--- config.mk ---
export PLATFORM = sky130hd
export DESIGN_NAME = pxc_regs
export DESIGN_NICKNAME = d
export VERILOG_FILES = /design/src/verilog/pxc_pkg.sv /design/src/verilog/pxc_axil_slave.sv /design/src/verilog/pxc_err_log.sv /design/src/verilog/pxc_regs.sv
export SDC_FILE = /design/constraint.sdc
export NUM_CORES = 1
export LEC_CHECK = 0
export BUFFER_PORTS_ARGS = -buffer_cell sky130_fd_sc_hd__buf_2
export CAP_MARGIN = 20
export CORE_ASPECT_RATIO = 0.5
export CORE_UTILIZATION = 50
export CTS_BUF_LIST = sky130_fd_sc_hd__clkbuf_4 sky130_fd_sc_hd__clkbuf_8
export CTS_CLUSTER_SIZE = 25
export DETAILED_ROUTE_END_ITERATION = 16
export GPL_TIMING_DRIVEN = 0
export MAX_ROUTING_LAYER = met4
export PLACE_DENSITY_LB_ADDON = 0.05
export SYNTH_ARGS = -nofsm -noshare
export SYNTH_HDL_FRONTEND = slang
export SYNTH_SLANG_ARGS = --single-unit
--- constraint.sdc ---
create_clock -name aclk -period 4.25 [get_ports aclk]
set_input_delay 0.85 -clock aclk [delete_from_list [all_inputs] [get_ports aclk]]
set_output_delay 0.85 -clock aclk [all_outputs]
set_load 0.02 [all_outputs]
--- src/verilog/pxc_pkg.sv ---
// shared constants, field layouts and carriers for the extended capability register bank
package pxc_pkg;

  // ********************************
  // widths
  // ********************************
  localparam int ADDR_W = 12;
  localparam int ERR_IDX_W = 5;
  localparam int NUM_VC = 2;
  localparam int HDR_WORDS = 4;

  // ********************************
  // register byte addresses
  // ********************************
  localparam logic [ADDR_W-1:0] ADDR_MASK = 12'hFFC;
  localparam logic [ADDR_W-1:0] OFF_HL0 = 12'h11C;
  localparam logic [ADDR_W-1:0] OFF_HL1 = 12'h120;
  localparam logic [ADDR_W-1:0] OFF_HL2 = 12'h124;
  localparam logic [ADDR_W-1:0] OFF_HL3 = 12'h128;
  localparam logic [ADDR_W-1:0] OFF_SN_CAP = 12'h180;
  localparam logic [ADDR_W-1:0] OFF_SN_LO = 12'h184;
  localparam logic [ADDR_W-1:0] OFF_SN_HI = 12'h188;
  localparam logic [ADDR_W-1:0] OFF_VC_CAP = 12'h200;
  localparam logic [ADDR_W-1:0] OFF_PVC1 = 12'h204;

  // ********************************
  // field values and reset values
  // ********************************
  localparam logic [15:0] SN_CAP_ID = 16'h0003;
  localparam logic [15:0] VC_CAP_ID = 16'h0002;
  localparam logic [3:0] CAP_VER = 4'h1;
  localparam logic [11:0] SN_NEXT_RST = 12'h200;
  localparam logic [11:0] VC_NEXT_RST = 12'h000;
  localparam logic [31:0] SERIAL_RST = 32'h0000_0000;
  localparam logic [31:0] HL_RST = 32'h0000_0000;
  localparam logic [2:0] EXTRA_CH_CNT = 3'h1;
  localparam logic [2:0] LOW_PRIO_CNT = 3'h0;
  localparam logic [1:0] ARB_TIME_BASE = 2'h0;
  localparam logic [1:0] ENTRY_1BIT = 2'h0;
  localparam logic [1:0] ENTRY_2BIT = 2'h1;
  localparam logic [1:0] ENTRY_4BIT = 2'h2;
  localparam logic [1:0] ENTRY_8BIT = 2'h3;

  // ********************************
  // bus answers
  // ********************************
  localparam logic [1:0] RESP_OKAY = 2'h0;
  localparam logic [1:0] RESP_SLVERR = 2'h2;

  // extended capability header layout
  typedef struct packed {
    logic [11:0] next_capability_pointer;
    logic [3:0] capability_version;
    logic [15:0] capability_identifier;
  } pxc_cap_hdr_t;

  // port vc capability one layout
  typedef struct packed {
    logic [19:0] rsvd_hi;
    logic [1:0] port_arb_entry_size;
    logic [1:0] arb_time_base;
    logic rsvd_7;
    logic [2:0] low_prio_channel_count;
    logic rsvd_3;
    logic [2:0] extra_channel_count;
  } pxc_pvc_t;

  // logged packet header, word 0 is the first doubleword
  typedef logic [HDR_WORDS-1:0][31:0] pxc_hdr_t;

  // one register write
  typedef struct packed {
    logic [ADDR_W-1:0] addr;
    logic [31:0] data;
    logic [3:0] strb;
  } pxc_wr_t;

endpackage : pxc_pkg

--- src/verilog/pxc_axil_slave.sv ---
// axi4-lite slave front end: one write and one read in flight
`timescale 1ns/10ps
module pxc_axil_slave (
  // clock and reset
  input wire logic aclk,
  input wire logic aresetn,
  // write address and data
  input wire logic [pxc_pkg::ADDR_W-1:0] s_axi_awaddr,
  input wire logic s_axi_awvalid,
  output logic s_axi_awready,
  input wire logic [31:0] s_axi_wdata,
  input wire logic [3:0] s_axi_wstrb,
  input wire logic s_axi_wvalid,
  output logic s_axi_wready,
  // write response
  output logic [1:0] s_axi_bresp,
  output logic s_axi_bvalid,
  input wire logic s_axi_bready,
  // read address and data
  input wire logic s_axi_arvalid,
  output logic s_axi_arready,
  output logic [31:0] s_axi_rdata,
  output logic [1:0] s_axi_rresp,
  output logic s_axi_rvalid,
  input wire logic s_axi_rready,
  // register side
  output pxc_pkg::pxc_wr_t wr,
  output logic wr_en,
  input wire logic wr_hit,
  input wire logic [31:0] rd_data,
  input wire logic rd_hit
);
  logic aw_held, w_held, next_aw_held, next_w_held;
  logic [pxc_pkg::ADDR_W-1:0] awaddr_q, next_awaddr_q;
  logic [31:0] wdata_q, next_wdata_q, next_rdata;
  logic [3:0] wstrb_q, next_wstrb_q;
  logic next_bvalid, next_rvalid;
  logic [1:0] next_bresp, next_rresp;

  // ready while nothing is held; the response stalls new writes
  assign s_axi_awready = !aw_held && !s_axi_bvalid;
  assign s_axi_wready = !w_held && !s_axi_bvalid;
  assign s_axi_arready = !s_axi_rvalid;
  assign wr_en = aw_held && w_held && !s_axi_bvalid;
  assign wr = '{addr: awaddr_q, data: wdata_q, strb: wstrb_q};

  // channel bookkeeping; address and data may come in either order
  always_comb begin
    next_aw_held = aw_held;
    next_w_held = w_held;
    next_awaddr_q = awaddr_q;
    next_wdata_q = wdata_q;
    next_wstrb_q = wstrb_q;
    next_bvalid = s_axi_bvalid;
    next_bresp = s_axi_bresp;
    next_rvalid = s_axi_rvalid;
    next_rdata = s_axi_rdata;
    next_rresp = s_axi_rresp;
    if (s_axi_awvalid && s_axi_awready) begin
      next_aw_held = 1'b1;
      next_awaddr_q = s_axi_awaddr;
    end
    if (s_axi_wvalid && s_axi_wready) begin
      next_w_held = 1'b1;
      next_wdata_q = s_axi_wdata;
      next_wstrb_q = s_axi_wstrb;
    end
    if (wr_en) begin
      next_aw_held = 1'b0;
      next_w_held = 1'b0;
      next_bvalid = 1'b1;
      next_bresp = wr_hit ? pxc_pkg::RESP_OKAY : pxc_pkg::RESP_SLVERR;
    end else if (s_axi_bvalid && s_axi_bready) begin
      next_bvalid = 1'b0;
    end
    // read data is frozen at the address handshake
    if (s_axi_arvalid && s_axi_arready) begin
      next_rvalid = 1'b1;
      next_rdata = rd_data;
      next_rresp = rd_hit ? pxc_pkg::RESP_OKAY : pxc_pkg::RESP_SLVERR;
    end else if (s_axi_rvalid && s_axi_rready) begin
      next_rvalid = 1'b0;
    end
  end

  // registers of the bus front end
  always_ff @(posedge aclk) begin
    if (!aresetn) begin
      aw_held <= 1'b0;
      w_held <= 1'b0;
      awaddr_q <= '0;
      wdata_q <= '0;
      wstrb_q <= '0;
      s_axi_bvalid <= 1'b0;
      s_axi_bresp <= pxc_pkg::RESP_OKAY;
      s_axi_rvalid <= 1'b0;
      s_axi_rdata <= '0;
      s_axi_rresp <= pxc_pkg::RESP_OKAY;
    end else begin
      aw_held <= next_aw_held;
      w_held <= next_w_held;
      awaddr_q <= next_awaddr_q;
      wdata_q <= next_wdata_q;
      wstrb_q <= next_wstrb_q;
      s_axi_bvalid <= next_bvalid;
      s_axi_bresp <= next_bresp;
      s_axi_rvalid <= next_rvalid;
      s_axi_rdata <= next_rdata;
      s_axi_rresp <= next_rresp;
    end
  end
endmodule : pxc_axil_slave

--- src/verilog/pxc_err_log.sv ---
// sticky first-error header log and first error index
`timescale 1ns/10ps
module pxc_err_log (
  // clock and power-on reset
  input wire logic aclk,
  input wire logic por_n,
  // error report
  input wire logic err_valid,
  input wire logic [pxc_pkg::ERR_IDX_W-1:0] err_index,
  input wire pxc_pkg::pxc_hdr_t err_header,
  input wire logic err_status_clear,
  // logged state
  output pxc_pkg::pxc_hdr_t hdr_log,
  output logic [pxc_pkg::ERR_IDX_W-1:0] first_error_index,
  output logic err_logged
);
  pxc_pkg::pxc_hdr_t next_hdr_log;
  logic [pxc_pkg::ERR_IDX_W-1:0] next_first_error_index;
  logic next_err_logged;

  // capture only into an empty log; a new error beats a clear in the same cycle
  always_comb begin
    next_hdr_log = hdr_log;
    next_first_error_index = first_error_index;
    next_err_logged = err_logged;
    if (err_status_clear) begin
      next_err_logged = 1'b0;
    end
    if (err_valid && (!err_logged || err_status_clear)) begin
      next_hdr_log = err_header;
      next_first_error_index = err_index;
      next_err_logged = 1'b1;
    end
  end

  // sticky: only power-on reset clears it
  always_ff @(posedge aclk) begin
    if (!por_n) begin
      hdr_log <= {pxc_pkg::HDR_WORDS{pxc_pkg::HL_RST}};
      first_error_index <= '0;
      err_logged <= 1'b0;
    end else begin
      hdr_log <= next_hdr_log;
      first_error_index <= next_first_error_index;
      err_logged <= next_err_logged;
    end
  end
endmodule : pxc_err_log

--- src/verilog/pxc_regs.sv ---
// extended capability register bank: error header log, serial number, virtual channel
//
// Local design decision: the AXI4-Lite interface to the registers.
`timescale 1ns/10ps
// ********************************
// ********************************
module pxc_regs #(
  parameter int NUM_VC = pxc_pkg::NUM_VC
) (
  // clock and resets
  input wire logic aclk,
  input wire logic aresetn,
  input wire logic por_n,
  // axi4-lite write channels
  input wire logic [pxc_pkg::ADDR_W-1:0] s_axi_awaddr,
  input wire logic s_axi_awvalid,
  output logic s_axi_awready,
  input wire logic [31:0] s_axi_wdata,
  input wire logic [3:0] s_axi_wstrb,
  input wire logic s_axi_wvalid,
  output logic s_axi_wready,
  output logic [1:0] s_axi_bresp,
  output logic s_axi_bvalid,
  input wire logic s_axi_bready,
  // axi4-lite read channels
  input wire logic [pxc_pkg::ADDR_W-1:0] s_axi_araddr,
  input wire logic s_axi_arvalid,
  output logic s_axi_arready,
  output logic [31:0] s_axi_rdata,
  output logic [1:0] s_axi_rresp,
  output logic s_axi_rvalid,
  input wire logic s_axi_rready,
  // lock control for the lock-writable fields
  input wire logic cfg_unlock,
  // uncorrectable error report
  input wire logic err_valid,
  input wire logic [pxc_pkg::ERR_IDX_W-1:0] err_index,
  input wire pxc_pkg::pxc_hdr_t err_header,
  input wire logic err_status_clear,
  // virtual channel arbitration
  input wire logic [NUM_VC-1:0] vc_req,
  output logic [NUM_VC-1:0] vc_grant,
  // state seen by the rest of the port
  output logic [63:0] serial_id,
  output logic [pxc_pkg::ERR_IDX_W-1:0] first_error_index,
  output logic err_logged
);

  // ********************************
  // helpers
  // ********************************

  // byte-lane merge of a write into an old word
  function automatic logic [31:0] merge(input logic [31:0] old, input logic [31:0] data, input logic [3:0] strb);
    logic [31:0] res;
    res = old;
    for (int i = 0; i < 4; i++) begin
      if (strb[i]) begin
        res[i*8 +: 8] = data[i*8 +: 8];
      end
    end
    return res;
  endfunction : merge

  // true for every word of this bank, writable or not
  function automatic logic addr_hit(input logic [pxc_pkg::ADDR_W-1:0] addr);
    logic hit;
    hit = 1'b0;
    case (addr & pxc_pkg::ADDR_MASK)
      pxc_pkg::OFF_HL0, pxc_pkg::OFF_HL1, pxc_pkg::OFF_HL2, pxc_pkg::OFF_HL3,
      pxc_pkg::OFF_SN_CAP, pxc_pkg::OFF_SN_LO, pxc_pkg::OFF_SN_HI,
      pxc_pkg::OFF_VC_CAP, pxc_pkg::OFF_PVC1: hit = 1'b1;
      default: hit = 1'b0;
    endcase
    return hit;
  endfunction : addr_hit

  // ********************************
  // bus front end and error log
  // ********************************
  pxc_pkg::pxc_wr_t wr;
  logic wr_en;
  logic wr_hit;
  logic rd_hit;
  logic [31:0] rd_data;
  logic [31:0] wr_data;
  pxc_pkg::pxc_hdr_t hdr_log;

  pxc_axil_slave u_bus (
    .aclk(aclk),
    .aresetn(aresetn),
    .s_axi_awaddr(s_axi_awaddr),
    .s_axi_awvalid(s_axi_awvalid),
    .s_axi_awready(s_axi_awready),
    .s_axi_wdata(s_axi_wdata),
    .s_axi_wstrb(s_axi_wstrb),
    .s_axi_wvalid(s_axi_wvalid),
    .s_axi_wready(s_axi_wready),
    .s_axi_bresp(s_axi_bresp),
    .s_axi_bvalid(s_axi_bvalid),
    .s_axi_bready(s_axi_bready),
    .s_axi_arvalid(s_axi_arvalid),
    .s_axi_arready(s_axi_arready),
    .s_axi_rdata(s_axi_rdata),
    .s_axi_rresp(s_axi_rresp),
    .s_axi_rvalid(s_axi_rvalid),
    .s_axi_rready(s_axi_rready),
    .wr(wr),
    .wr_en(wr_en),
    .wr_hit(wr_hit),
    .rd_data(rd_data),
    .rd_hit(rd_hit)
  );

  // first error wins; the log stays until the status is cleared
  pxc_err_log u_log (
    .aclk(aclk),
    .por_n(por_n),
    .err_valid(err_valid),
    .err_index(err_index),
    .err_header(err_header),
    .err_status_clear(err_status_clear),
    .hdr_log(hdr_log),
    .first_error_index(first_error_index),
    .err_logged(err_logged)
  );

  // ********************************
  // writable fields
  // ********************************
  logic [31:0] serial_lo, serial_hi, next_serial_lo, next_serial_hi;
  logic [11:0] sn_next, vc_next, next_sn_next, next_vc_next;
  pxc_pkg::pxc_cap_hdr_t sn_hdr, vc_hdr, sn_merged, vc_merged;
  pxc_pkg::pxc_pvc_t pvc1;

  assign wr_hit = addr_hit(wr.addr);
  assign wr_data = wr.data;
  assign serial_id = {serial_hi, serial_lo};

  // fixed header fields around the writable next pointers
  assign sn_hdr = '{next_capability_pointer: sn_next, capability_version: pxc_pkg::CAP_VER,
                    capability_identifier: pxc_pkg::SN_CAP_ID};
  assign vc_hdr = '{next_capability_pointer: vc_next, capability_version: pxc_pkg::CAP_VER,
                    capability_identifier: pxc_pkg::VC_CAP_ID};
  assign sn_merged = merge(sn_hdr, wr.data, wr.strb);
  assign vc_merged = merge(vc_hdr, wr.data, wr.strb);

  // port vc capability one is constant
  assign pvc1 = '{rsvd_hi: '0, rsvd_7: 1'b0, rsvd_3: 1'b0,
                  extra_channel_count: pxc_pkg::EXTRA_CH_CNT,
                  low_prio_channel_count: pxc_pkg::LOW_PRIO_CNT,
                  arb_time_base: pxc_pkg::ARB_TIME_BASE,
                  port_arb_entry_size: pxc_pkg::ENTRY_4BIT};

  // lock-writable fields change only while unlocked; locked writes still answer okay
  always_comb begin
    next_serial_lo = serial_lo;
    next_serial_hi = serial_hi;
    next_sn_next = sn_next;
    next_vc_next = vc_next;
    if (wr_en && cfg_unlock) begin
      case (wr.addr & pxc_pkg::ADDR_MASK)
        pxc_pkg::OFF_SN_LO: next_serial_lo = merge(serial_lo, wr.data, wr.strb);
        pxc_pkg::OFF_SN_HI: next_serial_hi = merge(serial_hi, wr.data, wr.strb);
        pxc_pkg::OFF_SN_CAP: next_sn_next = sn_merged.next_capability_pointer;
        pxc_pkg::OFF_VC_CAP: next_vc_next = vc_merged.next_capability_pointer;
        default: next_sn_next = sn_next;
      endcase
    end
  end

  // serial number is sticky: a warm reset leaves it alone
  always_ff @(posedge aclk) begin
    if (!por_n) begin
      serial_lo <= pxc_pkg::SERIAL_RST;
      serial_hi <= pxc_pkg::SERIAL_RST;
    end else begin
      serial_lo <= next_serial_lo;
      serial_hi <= next_serial_hi;
    end
  end

  // next pointers return to default on any reset
  always_ff @(posedge aclk) begin
    if (!aresetn || !por_n) begin
      sn_next <= pxc_pkg::SN_NEXT_RST;
      vc_next <= pxc_pkg::VC_NEXT_RST;
    end else begin
      sn_next <= next_sn_next;
      vc_next <= next_vc_next;
    end
  end

  // ********************************
  // read decode
  // ********************************

  // unmapped words read zero and answer slverr
  always_comb begin
    rd_hit = addr_hit(s_axi_araddr);
    case (s_axi_araddr & pxc_pkg::ADDR_MASK)
      pxc_pkg::OFF_HL0: rd_data = hdr_log[0];
      pxc_pkg::OFF_HL1: rd_data = hdr_log[1];
      pxc_pkg::OFF_HL2: rd_data = hdr_log[2];
      pxc_pkg::OFF_HL3: rd_data = hdr_log[3];
      pxc_pkg::OFF_SN_CAP: rd_data = sn_hdr;
      pxc_pkg::OFF_SN_LO: rd_data = serial_lo;
      pxc_pkg::OFF_SN_HI: rd_data = serial_hi;
      pxc_pkg::OFF_VC_CAP: rd_data = vc_hdr;
      pxc_pkg::OFF_PVC1: rd_data = pvc1;
      default: rd_data = '0;
    endcase
  end

  // ********************************
  // strict priority channel arbiter
  // ********************************
  logic [NUM_VC-1:0] next_vc_grant;

  // no low-priority group, so the highest requesting channel always wins
  always_comb begin
    next_vc_grant = '0;
    for (int i = 0; i < NUM_VC; i++) begin
      if (vc_req[i]) begin
        next_vc_grant = '0;
        next_vc_grant[i] = 1'b1;
      end
    end
  end

  // grant is registered to keep it glitch free
  always_ff @(posedge aclk) begin
    if (!aresetn) begin
      vc_grant <= '0;
    end else begin
      vc_grant <= next_vc_grant;
    end
  end

  // ********************************
  // assertions
  // ********************************
  pxc_pkg::pxc_cap_hdr_t rd_cap;
  pxc_pkg::pxc_pvc_t rd_pvc;
  logic log_empty_hit;

  assign rd_cap = s_axi_rdata;
  assign rd_pvc = s_axi_rdata;
  assign log_empty_hit = err_valid && !err_logged;
endmodule : pxc_regs

Word-level counts from Yosys, hierarchy flattened
Cells that the tools add are included.

Equal/unequal tests: 18. Mux-type cells: 13. Bitwise gates (word level): 1. Reductions and logical operators: 39.

Operators with widths (number): $pmux W32 S9 (1); $eq A10 B7 Y1 const B (14); $eq A10 B8 Y1 const B (4); $reduce_and A3 Y1 (12); $reduce_or A9 Y1 (2); $logic_and A1 B1 Y1 (11); $mux W1 (9); $logic_not A1 Y1 (7); $mux W2 (3); $reduce_bool A2 Y1 (3); $reduce_or A2 Y1 (2); $logic_or A1 B1 Y1 (2); $not A1 Y1 (1).

Register bits: 312. Word-level logic and storage cells: 101.

Depth between registers and ports, before layout
Depth in word-level cells: 4. Mapped depth: 8. Depth with buffers taken out: 5.

By module
A second synthesis with hierarchy kept.

Cell total of the unflattened synthesis: 1549. Area total of the unflattened synthesis: 14286.2 um2.

Modules (own cells, without submodules): pxc_regs (instances 1, cells each 586, area each 5691.7 um2); pxc_err_log (instances 1, cells each 581, area each 5390.2 um2); pxc_axil_slave (instances 1, cells each 382, area each 3204.3 um2).

Worst setup path before layout
Ideal clock, no wire load.

Path type: input-to-reg. From: input s_axi_araddr[11] (netlist bit). To: register u_bus.s_axi_rdata[10]. Library setup time: 0.078 ns. Arrival time: 2.289 ns. Required time: 4.172 ns. Slack: 1.883 ns. Stages: 7. Path buffers: 2. Cells stage by stage: buf_2 > or4b_1 > nor3_2 > buf_4 > a22oi_1 > and3_1 > nor3_1.

Cells in the longest elaborated chain, start to end: 2.

RTL lines: start: declaration (RTL line pxc_regs.sv:26) `input wire logic [pxc_pkg::ADDR_W-1:0] s_axi_araddr,`; $eq A10 B8 Y1 or $eq A10 B7 Y1 (tied branches) (RTL line pxc_regs.sv:201) `case (s_axi_araddr & pxc_pkg::ADDR_MASK)`; $pmux W32 S9 * (RTL line pxc_regs.sv:201); end signal: assignment (RTL line pxc_axil_slave.sv:108) `s_axi_rdata <= next_rdata;`; end: declaration (RTL line pxc_axil_slave.sv:22) `output logic [31:0] s_axi_rdata,`.

Every way passes the cells marked *; elsewhere a longest branch is shown, timed or not. A chain may end at the register's enable or synchronous reset.

Worst setup path in the final report
From: input s_axi_araddr[3] (netlist bit). To: register u_bus.s_axi_rdata[22].

Same word-level chain as after synthesis.

==> impl_metrics.yaml <==
sta:
  fin_tns_setup_ps: 0
  fin_crit_ps: 2840
  rsz0062_at_grt: "false"
  setup_viol: 0
  slew-limit-headroom_pct: 21.8
  final.period_utilization_pct: 66.9
  fin_skew_ps: 24.3
  post-route-worst-setup-slack_ps: 1410
  max_freq_mhz: 352
  hold_viol_final: 0
  hold-worst-slack_ps: 436
  worst-slew-pin-transition_ps: 1160
  finalMaxSlewViolations: 0
placed_design:
  gp_congestion: 0.968
  pre_cts_ws_ps: 938
  dp_hpwl_um: 38600
  io_buffers: 309
route:
  wire_per_inst_um: 22.5
  detail_route.vias_per_cell: 5.68
  totalWireLength_um: 49800
  final_antenna_net_count: 0
  drt_iter0_drc: 1240
  drt_pass1_iterations: 8
  via_count: 12600
  drcViolationCount: 0
critical_path:
  critPathArrivalTime_ps: 3320
  required_ps: 4730
  cp-startpoint: "s_axi_araddr[3]"
  start_kind: "input port"
  r2r-start: "u_log.err_logged"
  r2r_cells: 7
  path_class: "in -> reg"
  crit_fanout: 10
  critPathCaptureType: "flop"
clocking:
  cts_sinks: 308
  cts-root-buf: "clkbuf_8"
  post_cts_resized: 0
  cts.path.max_buffers: 3
  clock_latency_ps: 590
  post_cts_buffers: 0
  cts_tree: "built"
  cts.reportedPaths.clkPinSlew_ps: 70
  ctsHoldBuffers: 0
  cts_buffers: 44
  htreeDepth: 2
floorplan:
  core_um2: 25600
  num_rows: 41
  die-area_um2: 27200
  dieWidth_um: 232
  initial_utilization_pct: 51.7
  io_pins: 319
  chipHeight_um: 117
grt:
  grt_usage_pct: 37.2
  grt_pass1_wl_um: 71700
  grt_pass1_vias: 11800
  grt_overflow: 0
  antenna_found_initial: 1
  grt_max_degree: 12
power_and_ir_drop:
  power_frac_comb_pct: 9.9
  p_sw_uw: 1620
  power_frac_seq_pct: 50.0
  leakagePower_uw: 0.00684
  powerDensity_nw_per_um2: 383
  power_frac_clock_pct: 40.1
  p_int_uw: 4560
  sw_frac_of_total_pct: 26.3
  peakVddDrop_mv: 0.223
yosys:
  synthAdderAreaFrac_pct: 0
  synth_top_family_by_area: "simple AND/OR/NAND/NOR gates"
  syn_area_per_cell_um2: 8.92
  seq_area_frac_synth_pct: 46.6
  synth_top_area_cell: "dfxtp_1"
  yosysWarnings: 0
  synth-edff-count: 0
  synth-main-ff-cell: "dfxtp_1"
  synth_top_area_share_pct: 46.6
  ys_types: 64
  synth-simple-area-share_pct: 20.7
  syn_inst: 1483
  ys_ff_latch: 308
  synthTopCellsByArea: "dfxtp_1 (47%), nand2_1 (11%), a21boi_0 (10%)"
  synth_compound_area_share_pct: 20.0
  async_reset_ff_share_pct: 0
  syn_area_um2: 13200
  synthXorXnorAreaFrac_pct: 0.0662
  synth_mux_area_share_pct: 8.93
layout:
  multi_input_area_um2: 6590
  syn2layout_area_growth_pct: 22.0
  fin_nets: 2045
  nFillCells: 2258
  drive_above_1_share_pct: 23.4
  seq_area_um2: 6170
  final_util_pct: 63.0
worst_hold_path:
  hold_path_class: "in -> reg"
  holdPathStages: 2
  min_from: "vc_req[1]"
run:
  maxCapViolCount: 0
run_status:
  outcome: "finished clean"
-- cells by family (layout without fill, tap and decap cells) --
logic type                count (synthesis)  in the layout
DFF                                     308            308
buffers and inverters                   114            498
other                                     1              3
xor gates and xnor gates                  1              1
AOI/OAI and AO/OA                       351            351
muxes                                   118            118
and+or+nand+nor                         590            590
-- placed cells by master, fill, tap and decap left out, drive strengths merged, types with 3 or more instances in the layout --
| cell type | netlist | routed |
|---|---|---|
| a221oi | 11 | 11 |
| and2 | 5 | 5 |
| nor3 | 14 | 14 |
| a31oi | 3 | 3 |
| or2 | 4 | 4 |
| a32oi | 3 | 3 |
| a2bb2oi | 5 | 5 |
| a211oi | 4 | 4 |
| nand2b | 5 | 5 |
| and4 | 4 | 4 |
| nor2 | 51 | 51 |
| a222oi | 9 | 9 |
| o211ai | 6 | 6 |
| dfxtp | 308 | 308 |
| a21boi | 184 | 184 |
| buf | 28 | 337 |
| o22ai | 7 | 7 |
| or4b | 4 | 4 |
| nor4b | 6 | 6 |
| nand4bb | 3 | 3 |
| a22oi | 37 | 37 |
| nand3b | 4 | 4 |
| a22o | 17 | 17 |
| mux2i | 118 | 118 |
| nor2b | 70 | 70 |
| a21oi | 23 | 23 |
| nor3b | 3 | 3 |
| inv | 6 | 7 |
| nand2 | 391 | 391 |
| and3 | 4 | 4 |
| o2bb2ai | 18 | 18 |
| nand3 | 13 | 13 |
| nor4 | 3 | 3 |
| o21ai | 16 | 16 |
| clkbuf | 80 | 152 |
-- worst max-delay path: stages --
cell	delay [ps]
buf_2	180
buf_2	330
buf_2	560
mux2i_1	280
o2bb2ai_1	110
a22oi_1	480
o211ai_1	250
a22o_1	260
-- registers in the layout (all words and copies together), names as in the netlist, 4 cells and up --
register                 count
serial_lo                   32
serial_hi                   32
sn_next                     12
vc_next                     12
u_bus.wstrb_q                4
u_log.hdr_log              128
u_log.first_error_index      5
u_bus.s_axi_rdata           32
u_bus.awaddr_q              10
u_bus.wdata_q               32
-- metrics by stage --
stage	cell area (um2)	instances	total power [uW]
6_report	16100	2213	6180
5_1_grt	16100	2213	6400
4_1_cts	16100	2212	6180
3_5_place_dp	15200	2137	3750
3_3_place_gp	15200	2137	3730
2_1_floorplan	13200	1484	3450
-- power groups by stage --
stage	sequential, uW	combinational, uW	clock [uW]
finish	3090	612	2480
global route	3100	665	2640
CTS	3080	603	2490
detailed placement	3150	602	0
global placement	3140	587	0
floorplan	3130	321	0
-- metal layers --
metal  vias up  part of all wire [%]  GRT usage [%]
li1       5859                     -              -
met1      6046                    43           47.9
met2       567                    44           56.8
met3        88                    11           11.3
met4         0                   2.4           10.3
met5         -                     0              -
-- final cells by class --
cell class / instances / share of cell area, %
well taps: 344 / 2.67
clock buffers: 72 / 5.56
multi-input cells: 1062 / 40.8
repair buffers: 309 / 9.58
clock inverters: 3 / 0.116
inverters: 6 / 0.140
diodes: 1 / 0.0155
plain buffers: 108 / 2.88
flip-flops and latches: 308 / 38.2
-- synth_stat cells (3+ instances only) --
library cell	number
nand4bb_1	3
nor3_1	9
a32oi_1	3
nor2_1	51
a2bb2oi_1	5
nand2b_1	5
a221oi_1	11
nand3_1	7
o22ai_1	7
clkbuf_1	80
a22oi_1	37
a22o_1	17
nand3_2	6
nor3b_1	3
o21ai_0	15
mux2i_1	118
o2bb2ai_1	18
or2_2	4
nor3_2	3
a21boi_0	184
inv_1	6
dfxtp_1	308
nand2_1	390
a222oi_1	9
and4_1	4
a21oi_1	23
o211ai_1	6
nand3b_1	4
buf_2	18
nor4b_1	4
buf_4	8
nor2b_1	70
a211oi_1	4
and2_1	5
and3_1	4
-- path summary, 6_finish.rpt --
kind | to | slack (ps)
worst max-delay path | u_bus.s_axi_rdata[22] | 1410
worst min-delay path | vc_grant[0] | 440
worst max register to register | u_log.hdr_log[60] | 2020
worst min register to register | u_bus.s_axi_rdata[13] | 460
Power figures use the tool's default switching activity.
